==> src/verilog/hpc_pkg.sv <==
// package: register map, field layout and decode types for the pin config bank
package hpc_pkg;
    localparam int unsigned ADDR_W = 8;
    localparam int unsigned DATA_W = 32;
    localparam logic [7:0] OFS_PIN_SETUP = 8'ha4;
    localparam logic [7:0] OFS_DEV_ONE = 8'ha6;
    localparam logic [7:0] OFS_DEV_TWO = 8'ha8;
    localparam logic [7:0] OFS_PERI_ONE = 8'haa;
    localparam logic [7:0] OFS_GATE_ONE = 8'hac;
    localparam logic [7:0] OFS_GATE_TWO = 8'hae;
    localparam logic [7:0] OFS_STEP = 8'h02;
    localparam int unsigned NUM_REGS = 6;
    localparam logic [31:0] RST_VALUE = 32'h00000000;
    // writable bits of the pin setup word: 31, 6 and 4 are reserved
    localparam logic [31:0] PIN_WMASK = 32'h7fffffaf;
    localparam int unsigned POS_FWC = 28;
    localparam int unsigned POS_DCF = 27;
    localparam int unsigned POS_LEAD = 22;
    localparam int unsigned POS_PWR = 11;
    localparam int unsigned POS_STOP = 9;
    localparam int unsigned POS_FAULT = 7;
    localparam int unsigned POS_BSTYLE = 5;
    localparam int unsigned POS_BSRC = 2;
    localparam int unsigned POS_REF = 0;
    localparam logic [4:0] LEAD_KNEE = 5'h0f;
    localparam logic [10:0] PWR_KNEE = 11'h400;

    typedef enum logic [3:0] {
        HPC_REF_ANALOG = 4'h1,
        HPC_REF_DUTY = 4'h2,
        HPC_REF_REGISTER = 4'h4,
        HPC_REF_FREQ = 4'h8
    } hpc_ref_src_t;

    typedef enum logic [2:0] {
        HPC_BRK_PIN = 3'h1,
        HPC_BRK_FORCE = 3'h2,
        HPC_BRK_NONE = 3'h4
    } hpc_brk_src_t;

    typedef enum logic [2:0] {
        HPC_TACH_RUN = 3'h1,
        HPC_TACH_HIZ = 3'h2,
        HPC_TACH_LOW = 3'h4
    } hpc_tach_mode_t;

    // register bus request
    typedef struct packed {
        logic [7:0] addr;
        logic [31:0] wdata;
        logic wr;
        logic rd;
    } hpc_bus_req_t;

    // decoded pin setup, as presented to motor control
    typedef struct packed {
        logic [6:0] field_weaken_current_ceiling;
        logic fw_circular_only;
        logic dc_link_filter_bypass;
        logic [5:0] lead_angle_deg;
        logic [11:0] max_power_watt;
        logic [1:0] tach_out_stopped_behaviour;
        logic [1:0] tach_out_fault_behaviour;
        logic brake_style;
        hpc_brk_src_t brake_src;
        hpc_ref_src_t ref_src;
    } hpc_decoded_t;
endpackage

==> src/verilog/hpc_reg_store.sv <==
// register storage: six words, one write port, registered read data
`timescale 1ns/10ps
`default_nettype none
module hpc_reg_store (
    // clock and reset
    input wire logic clk_sys_i,
    input wire logic reset_i,
    // write port
    input wire logic wr_en_i,
    input wire logic [2:0] wr_idx_i,
    input wire logic [31:0] wr_data_i,
    input wire logic [31:0] wr_mask_i,
    // read port
    input wire logic rd_en_i,
    input wire logic [2:0] rd_idx_i,
    output logic [31:0] rd_data_o,
    // pin setup word, always visible
    output logic [31:0] pin_word_o
);
    logic [31:0] mem [hpc_pkg::NUM_REGS];
    logic [31:0] next_mem [hpc_pkg::NUM_REGS];
    logic [31:0] next_rd_data;

    always_comb begin
        for (int i = 0; i < hpc_pkg::NUM_REGS; i++) begin
            next_mem[i] = mem[i];
        end
        if (wr_en_i) begin
            next_mem[wr_idx_i] = (mem[wr_idx_i] & ~wr_mask_i)
                               | (wr_data_i & wr_mask_i);
        end
        next_rd_data = rd_en_i ? mem[rd_idx_i] : 32'h00000000;
    end

    always_ff @(posedge clk_sys_i or posedge reset_i) begin
        if (reset_i) begin
            for (int i = 0; i < hpc_pkg::NUM_REGS; i++) begin
                mem[i] <= hpc_pkg::RST_VALUE; // RQ3
            end
            rd_data_o <= 32'h00000000;
        end else begin
            for (int i = 0; i < hpc_pkg::NUM_REGS; i++) begin
                mem[i] <= next_mem[i];
            end
            rd_data_o <= next_rd_data;
        end
    end

    assign pin_word_o = mem[0];
endmodule
`default_nettype wire

==> src/verilog/hpc_field_decode.sv <==
// decodes the pin setup word into its field values
`timescale 1ns/10ps
`default_nettype none
module hpc_field_decode (
    // raw word
    input wire logic [31:0] word_i,
    // decoded fields
    output var hpc_pkg::hpc_decoded_t dec_o
);
    // piecewise scale: one-to-one up to knee, then steps of two
    function automatic logic [11:0] knee_scale(input logic [10:0] code,
                                               input logic [10:0] knee);
        logic [11:0] c;
        c = {1'b0, code};
        if (code <= knee) begin
            knee_scale = c;
        end else begin
            knee_scale = 12'((c - {1'b0, knee}) << 1) + {1'b0, knee};
        end
    endfunction

    logic [2:0] fwc;
    logic [4:0] lead;
    logic [10:0] pwr;
    logic [1:0] bsrc;
    logic [1:0] refs;
    logic [11:0] lead_full;

    assign fwc = word_i[hpc_pkg::POS_FWC +: 3];
    assign lead = word_i[hpc_pkg::POS_LEAD +: 5];
    assign pwr = word_i[hpc_pkg::POS_PWR +: 11];
    assign bsrc = word_i[hpc_pkg::POS_BSRC +: 2];
    assign refs = word_i[hpc_pkg::POS_REF +: 2];
    assign lead_full = knee_scale({6'h00, lead},
                                  {6'h00, hpc_pkg::LEAD_KNEE});

    always_comb begin
        // code 0 means circular limit only; 1..7 is 80 down to 20 percent
        dec_o.fw_circular_only = (fwc == 3'h0); // RQ4
        dec_o.field_weaken_current_ceiling =
            (fwc == 3'h0) ? 7'h00 : 7'(7'd90 - 7'd10 * {4'h0, fwc}); // RQ4
        dec_o.dc_link_filter_bypass = word_i[hpc_pkg::POS_DCF]; // RQ5
        dec_o.lead_angle_deg = lead_full[5:0]; // RQ6
        // knee is inclusive, so code 1024 still maps to 1024
        dec_o.max_power_watt = knee_scale(pwr, hpc_pkg::PWR_KNEE); // RQ7
        dec_o.tach_out_stopped_behaviour =
            word_i[hpc_pkg::POS_STOP +: 2]; // RQ8
        dec_o.tach_out_fault_behaviour =
            word_i[hpc_pkg::POS_FAULT +: 2]; // RQ9
        dec_o.brake_style = word_i[hpc_pkg::POS_BSTYLE]; // RQ11
        unique case (bsrc)
            2'h1: dec_o.brake_src = hpc_pkg::HPC_BRK_FORCE; // RQ12
            2'h2: dec_o.brake_src = hpc_pkg::HPC_BRK_NONE; // RQ12
            default: dec_o.brake_src = hpc_pkg::HPC_BRK_PIN; // RQ12
        endcase
        unique case (refs)
            2'h0: dec_o.ref_src = hpc_pkg::HPC_REF_ANALOG; // RQ13
            2'h1: dec_o.ref_src = hpc_pkg::HPC_REF_DUTY; // RQ13
            2'h2: dec_o.ref_src = hpc_pkg::HPC_REF_REGISTER; // RQ13
            2'h3: dec_o.ref_src = hpc_pkg::HPC_REF_FREQ; // RQ13
        endcase
    end
endmodule
`default_nettype wire

==> src/verilog/hpc_pin_setup_bank.sv <==
// hardware pin configuration bank: register slave, decode and pin control
// Contract
// (RQ1) The six configuration words sit at even offsets a4h to aeh.
// (RQ2) Software leaves other offsets in the region untouched.
// (RQ3) The pin setup word answers at a4h and resets to all zeros.
// (RQ4) Bits 30..28 set the field-weakening ceiling, 0 circular, 1..7 80..20%.
// (RQ5) Bit 27 set to one bypasses the dc-link filter.
// (RQ6) Bits 26..22 give the lead angle, doubling steps above 15.
// (RQ7) Bits 21..11 give max power, doubling steps above 1024.
// (RQ8) Bits 10..9 steer the tach output while stopped.
// (RQ9) Bits 8..7 steer the tach output during a fault.
// (RQ10) Fault code 3 with coast option set keeps tach toggling above bemf.
// (RQ11) Bit 5 picks the braking style, zero being low-side braking.
// (RQ12) Bits 3..2 pick the brake source: pin, forced, or none.
// (RQ13) Bits 1..0 pick the speed reference source.
// (RQ14) Reserved bits 31, 6 and 4 read zero and ignore writes.
// (RQ15) Words are 32 bits and decoded fields follow a write at once.
//
// The address-and-strobe port was chosen for this implementation.
`timescale 1ns/10ps
`default_nettype none
module hpc_pin_setup_bank (
    // clock and reset
    input wire logic clk_sys_i,
    input wire logic reset_i,
    // register port
    input wire logic [7:0] addr_i,
    input wire logic [31:0] wdata_i,
    input wire logic wr_i,
    input wire logic rd_i,
    output logic [31:0] rdata_o,
    // motor state from control core
    input wire logic motor_stopped_i,
    input wire logic fault_active_i,
    input wire logic tach_pulse_i,
    input wire logic tach_out_coast_option_i,
    input wire logic bemf_above_threshold_i,
    input wire logic brake_pin_i,
    // decoded configuration
    output var hpc_pkg::hpc_decoded_t cfg_o,
    // brake request to gate driver
    output logic brake_low_side_o,
    // speed feedback open-drain pin
    output logic speed_feedback_output_o,
    output logic speed_feedback_output_oe_o
);
    hpc_pkg::hpc_bus_req_t req;
    logic hit;
    logic [3:0] slot;
    logic [2:0] idx;
    logic [31:0] wmask;
    logic [31:0] pin_word;
    logic [31:0] store_rdata;
    logic rd_hit_q;
    logic next_rd_hit_q;
    hpc_pkg::hpc_decoded_t dec;
    hpc_pkg::hpc_tach_mode_t tach_mode;
    hpc_pkg::hpc_tach_mode_t next_tach_mode;
    logic tach_q;
    logic next_tach_q;

    // offset to index: even offsets only, a4h..aeh
    function automatic logic [3:0] map_offset(input logic [7:0] a);
        logic [7:0] d;
        d = a - hpc_pkg::OFS_PIN_SETUP;
        if (a >= hpc_pkg::OFS_PIN_SETUP && a <= hpc_pkg::OFS_GATE_TWO
            && a[0] == 1'b0) begin
            map_offset = {1'b1, d[3:1]};
        end else begin
            map_offset = 4'h0;
        end
    endfunction

    assign req = {addr_i, wdata_i, wr_i, rd_i};
    assign slot = map_offset(req.addr); // RQ1
    assign hit = slot[3];
    assign idx = slot[2:0];
    // reserved bits of the pin word never store, the rest store whole
    assign wmask = (idx == 3'h0) ? hpc_pkg::PIN_WMASK : 32'hffffffff; // RQ14

    hpc_reg_store u_store (
        .clk_sys_i(clk_sys_i),
        .reset_i(reset_i),
        .wr_en_i(req.wr && hit),
        .wr_idx_i(idx),
        .wr_data_i(req.wdata),
        .wr_mask_i(wmask),
        .rd_en_i(req.rd && hit),
        .rd_idx_i(idx),
        .rd_data_o(store_rdata),
        .pin_word_o(pin_word)
    );

    hpc_field_decode u_dec (
        .word_i(pin_word),
        .dec_o(dec)
    );

    // unmapped reads return zero the cycle after the strobe
    always_comb begin
        next_rd_hit_q = req.rd && hit;
    end

    always_ff @(posedge clk_sys_i or posedge reset_i) begin
        if (reset_i) begin
            rd_hit_q <= 1'b0;
        end else begin
            rd_hit_q <= next_rd_hit_q;
        end
    end

    assign rdata_o = rd_hit_q ? store_rdata : 32'h00000000; // RQ15
    // decode is combinational off the stored word: live after a write
    assign cfg_o = dec; // RQ15

    // brake: forced source uses style bit; style one is reserved
    always_comb begin
        unique case (dec.brake_src)
            hpc_pkg::HPC_BRK_FORCE: brake_low_side_o = ~dec.brake_style; // RQ12
            hpc_pkg::HPC_BRK_NONE: brake_low_side_o = 1'b0; // RQ12
            default: brake_low_side_o = brake_pin_i; // RQ12
        endcase
    end

    // tach pin mode: fault has priority over stopped
    always_comb begin
        next_tach_mode = hpc_pkg::HPC_TACH_RUN;
        if (fault_active_i) begin
            unique case (dec.tach_out_fault_behaviour)
                2'h2: next_tach_mode = hpc_pkg::HPC_TACH_LOW; // RQ9
                2'h3: next_tach_mode = (tach_out_coast_option_i
                                        && bemf_above_threshold_i)
                                       ? hpc_pkg::HPC_TACH_RUN
                                       : hpc_pkg::HPC_TACH_HIZ; // RQ10
                default: next_tach_mode = hpc_pkg::HPC_TACH_HIZ; // RQ9
            endcase
        end else if (motor_stopped_i) begin
            unique case (dec.tach_out_stopped_behaviour)
                2'h0: next_tach_mode = hpc_pkg::HPC_TACH_RUN; // RQ8
                2'h2: next_tach_mode = hpc_pkg::HPC_TACH_LOW; // RQ8
                default: next_tach_mode = hpc_pkg::HPC_TACH_HIZ; // RQ8
            endcase
        end
        // open drain: only a low level is ever driven
        next_tach_q = (next_tach_mode == hpc_pkg::HPC_TACH_LOW)
                    || (next_tach_mode == hpc_pkg::HPC_TACH_RUN
                        && !tach_pulse_i);
    end

    always_ff @(posedge clk_sys_i or posedge reset_i) begin
        if (reset_i) begin
            tach_mode <= hpc_pkg::HPC_TACH_HIZ;
            tach_q <= 1'b0;
        end else begin
            tach_mode <= next_tach_mode;
            tach_q <= next_tach_q;
        end
    end

    assign speed_feedback_output_o = 1'b0;
    assign speed_feedback_output_oe_o = tach_q;
endmodule
`default_nettype wire

==> config.mk <==
export PLATFORM = sky130hd
export DESIGN_NAME = hpc_pin_setup_bank
export DESIGN_NICKNAME = d
export VERILOG_FILES = /design/src/verilog/hpc_pkg.sv /design/src/verilog/hpc_reg_store.sv /design/src/verilog/hpc_field_decode.sv /design/src/verilog/hpc_pin_setup_bank.sv
export SDC_FILE = /design/constraint.sdc
export NUM_CORES = 1
export LEC_CHECK = 0
export ABC_AREA = 1
export BUFFER_PORTS_ARGS = -buffer_cell sky130_fd_sc_hd__buf_2
export CAP_MARGIN = 20
export CELL_PAD_IN_SITES_DETAIL_PLACEMENT = 0
export CELL_PAD_IN_SITES_GLOBAL_PLACEMENT = 1
export CORE_MARGIN = 4
export CORE_UTILIZATION = 44
export DETAILED_ROUTE_END_ITERATION = 10
export HOLD_SLACK_MARGIN = 0.12
export PLACE_DENSITY = 0.82
export SLEW_MARGIN = 20
export SYNTH_ARGS = -nofsm -noshare
export SYNTH_HDL_FRONTEND = slang
export SYNTH_SLANG_ARGS = --single-unit
==> constraint.sdc <==
create_clock -name clk_sys_i -period 8.8 [get_ports clk_sys_i]
set_input_delay 0.44 -clock clk_sys_i [delete_from_list [all_inputs] [get_ports clk_sys_i]]
set_output_delay 0.44 -clock clk_sys_i [all_outputs]
set_load 0.05 [all_outputs]
==> impl_summary.txt <==
----------------------------------------------------
[Run status]
  Status ... completed

[Floorplan]
  Chip width ... 163.5 microns
  Placeable core region ... 23,610 sq um
  Num ports ... 124
  Row Count ... 56
  Die area ... 26,730 sq um
  Vertical die dimension ... 163.5 microns
  Effective utilization at floorplan ... 45.06%

[Clock tree]
  Quantity of hold-fixing buffers added after cts ... 2
  H-tree levels ... 1
  Clock latency on the worst-skew pair ... 520 ps
  Clock tree root buffer cell ... sky130_fd_sc_hd__clkbuf_16
  Post-cts gate resize count ... 0
  TritonCTS clock tree ... done
  Number of buffers created by CTS ... 25
  Clock transition at path regs ... 60 ps
  Sinks on Clock Net ... 226
  Buffers inserted by post-CTS timing repair ... 0
  Number of buffers on the longest clock path ... 3

[Worst setup path]
  Required time at the endpoint of the critical path ... 9220 ps
  Max Fanout on Critical Path ... 80
  CP startpoint kind ... primary input
  Data arrival time of the critical path ... 4140 ps
  CP Launch Point ... addr_i[2]
  Reg2Reg Launch Point ... u_store.mem[100]
  Path type of the worst setup path ... primary input to flop
  Capturing element type of the critical path ... flop

[Yosys]
  Number of storage elements in the synthesis netlist ... 226
  Warning count from the yosys run ... 0
  Number of synthesized flops with an enable pin ... 0
  Cell variety after synth ... 36
  Summed instance area of the synthesized netlist ... 10,640 sq um
  Cell count after synthesis ... 1,288
  Async S/R FF share, synth ... 100.0%
  Average footprint of a synthesized cell ... 8.260 sq um
  Seq/Total Area, Yosys ... 53.16%
  Most frequently used flop master after synthesis ... sky130_fd_sc_hd__dfrtp_1

[STA]
  Slew margin rel. ... 30.80%
  Maximum frequency from static timing analysis ... 269.2 MHz
  Total Negative Setup Slacks ... 0 ps
  Period utilisation layout ... 42.21%
  Minimum clock period ... 3715 ps
  Slew of the pin with the lowest slew margin ... 1036 ps
  Total setup violations reported at the end of the flow ... 0
  RSZ-0062 raised after global routing ... no
  Number of max-slew violations in the final report ... 0
  Final number of hold-violating endpoints ... 0
  Fin Hold WS ... 194.9 ps
  Worst setup skew after layout ... 10.81 ps

[Layout]
  Proportion of layout cells with a drive suffix above 1 ... 13.88%
  Fill cell total of the finished layout ... 2,322
  Final standard cell utilization of the core ... 51.47%
  Count of placed standard cells in the final layout, fillers left out ... 1,695
  Total Nets Final ... 1,420
  Area Growth Syn to Fin ... 14.23%
  N_diodes ... 0

[Placement]
  Half-perimeter wire length after detailed placement ... 16.20 mm
  Placer congestion estimate ... 0.8419
  Post-placement cell count ... 1,648
  Number of I/O port buffers ... 121

[Route]
  Drc violations ... 0
  Post-detailed-routing wire length ... 26.51 mm
  Via count ... 8,701
  Pre-antenna DRT Iters ... 5
  Avg WL per Cell ... 15.64 microns
  Iteration-0 DRC Markers ... 646
  Average vias per placed instance ... 5.133
  Count of antenna-violating nets left after detailed routing ... 0

[Global routing]
  Initial antenna violation count ... 0
  Overall overflow remaining after global route ... 0
  GR Util All Layers ... 19.96%
  GR met2 Demand/Resource ... 32.08%
  Number of global-route vias before repair ... 8,360
  Largest net degree at the start of global routing ... 86
  Met3 usage ... 2.877%
  First-pass GRT wire length ... 43.77 mm
  Global routing's busiest layer ... met2
  Met1 layer usage reported by global route ... 28.97%

[Pwr]
  Worst supply voltage drop on vdd ... 0.1218 mV
  Tot Pwr ... 0.002387 W
  Leakage power ... 6.214 nW
  Power per Cell Area ... 196.5 nW/um^2

[Flow run]
  Max-cap viol count ... 0

[Worst hold path]
  Class of the tightest hold or removal check ... primary input to flop
  Start point of the worst min-delay path ... motor_stopped_i

----------------------------------------------------
==> per-layer routing <==
| layer | wire, microns | part of all wire [%] |
|---|---|---|
| met1 | 12300 | 46 |
| met2 | 12440 | 47 |
| met3 | 1413 | 5.3 |
| met4 | 357 | 1.3 |
| met5 | 0 | 0 |
==> final cells by class <==
class                      count  area, sq um  area share, %
sequential                   226         5655          46.54
inverter                     127        485.5          3.995
tap                          319        399.1          3.284
timing repair buffer         132        716.9          5.899
multi-input combinational    847         4110          33.82
clock buffer                  36        716.9          5.899
clock inverter                 8        68.82         0.5663
==> report_power, final <==
| part | internal [W] | total [W] | switching (W) |
|---|---|---|---|
| Sequential | 0.00107 | 0.00110 | 0.0000280 |
| Clock | 0.000592 | 0.00100 | 0.000408 |
| Combinational | 0.0000732 | 0.000288 | 0.000215 |
| Total | 0.00174 | 0.00239 | 0.000651 |
==> flip-flops by register name, indices dropped and copies added, names as in the netlist <==
name,cells
u_store.rd_data_o,32
rd_hit_q,1
speed_feedback_output_oe_o,1
u_store.pin_word_o,32
u_store.mem,160
==> cells in the mapped netlist (2+ instances only) <==
master,instances,share of area (%)
sky130_fd_sc_hd__clkbuf_1,41,1.4
sky130_fd_sc_hd__o211ai_1,19,1.3
sky130_fd_sc_hd__nand4_1,17,1.0
sky130_fd_sc_hd__buf_1,3,0.11
sky130_fd_sc_hd__inv_2,6,0.21
sky130_fd_sc_hd__nand2_1,372,13
sky130_fd_sc_hd__nor2_1,17,0.60
sky130_fd_sc_hd__inv_1,121,4.3
sky130_fd_sc_hd__o21ai_1,88,4.1
sky130_fd_sc_hd__nand2_2,4,0.24
sky130_fd_sc_hd__or2_1,3,0.18
sky130_fd_sc_hd__buf_4,14,0.99
sky130_fd_sc_hd__o21bai_1,29,2.0
sky130_fd_sc_hd__a21oi_1,31,1.5
sky130_fd_sc_hd__nor2_4,3,0.32
sky130_fd_sc_hd__o21ai_0,135,6.4
sky130_fd_sc_hd__buf_2,31,1.5
sky130_fd_sc_hd__ha_1,11,1.3
sky130_fd_sc_hd__xor2_1,3,0.25
sky130_fd_sc_hd__dfrtp_1,226,53
sky130_fd_sc_hd__nor3_1,2,0.094
sky130_fd_sc_hd__nand3_1,98,4.6
==> path summary, 6_finish.rpt <==
check / to / slack (ps) / depth (start not counted)
max: u_store.rd_data_o[28] / 5090 / 13
max in group asynchronous: u_store.mem[110] / 6840 / 5
max reg2reg: u_store.mem[100] / 7570 / 6
min: speed_feedback_output_oe_o / 190 / 4
min reg2reg: u_store.pin_word_o[4] / 380 / 0
min in group asynchronous: u_store.pin_word_o[31] / 500 / 3
==> kinds of logic after synthesis <==
kind of cell	count (synthesis)	share of synthesized area, %
compound gates	306	15.76
fa+ha+maj	11	1.294
simple gates	524	20.95
flops	226	53.16
other cells	1	0.03525
xor+xnor	4	0.3294
buf+inv	216	8.479
==> metrics by stage <==
step                cell area, sq um  worst slack, ps
detailed placement             11300             4319
global route                   12150             4738
floorplan                      10640             2169
CTS                            12110             4863
global placement               11300             4488
finish                         12150             5085
==> worst max-delay path, stage by stage <==
cell and delay, ps:
sky130_fd_sc_hd__buf_2 110, sky130_fd_sc_hd__inv_1 120, sky130_fd_sc_hd__ha_1 240, sky130_fd_sc_hd__nand2_1 80
sky130_fd_sc_hd__nand2_2 80, sky130_fd_sc_hd__nor2_8 220, sky130_fd_sc_hd__nand3_4 770, sky130_fd_sc_hd__clkinv_2 910
sky130_fd_sc_hd__buf_4 640, sky130_fd_sc_hd__nand2_1 100, sky130_fd_sc_hd__nand3_1 90, sky130_fd_sc_hd__nand3_1 80
sky130_fd_sc_hd__a21oi_1 170
==> placed cells by master (no fill, tap or decap), types with 3 or more instances in the layout <==
cell type / n
sky130_fd_sc_hd__nand3_1: 98
sky130_fd_sc_hd__o21bai_1: 29
sky130_fd_sc_hd__buf_2: 121
sky130_fd_sc_hd__inv_2: 5
sky130_fd_sc_hd__o21ai_1: 88
sky130_fd_sc_hd__clkbuf_1: 6
sky130_fd_sc_hd__nand2_1: 370
sky130_fd_sc_hd__buf_4: 7
sky130_fd_sc_hd__ha_1: 11
sky130_fd_sc_hd__dfrtp_1: 226
sky130_fd_sc_hd__o21ai_0: 135
sky130_fd_sc_hd__nor2_4: 3
sky130_fd_sc_hd__inv_1: 120
sky130_fd_sc_hd__clkbuf_8: 5
sky130_fd_sc_hd__clkbuf_16: 25
sky130_fd_sc_hd__nor2_1: 17
sky130_fd_sc_hd__xor2_1: 3
sky130_fd_sc_hd__o211ai_1: 19
sky130_fd_sc_hd__nand4_1: 17
sky130_fd_sc_hd__or2_1: 3
sky130_fd_sc_hd__a21oi_1: 31
sky130_fd_sc_hd__nand2_4: 4
sky130_fd_sc_hd__clkinv_2: 7
Note: power is estimated with default switching activity, not from simulation.
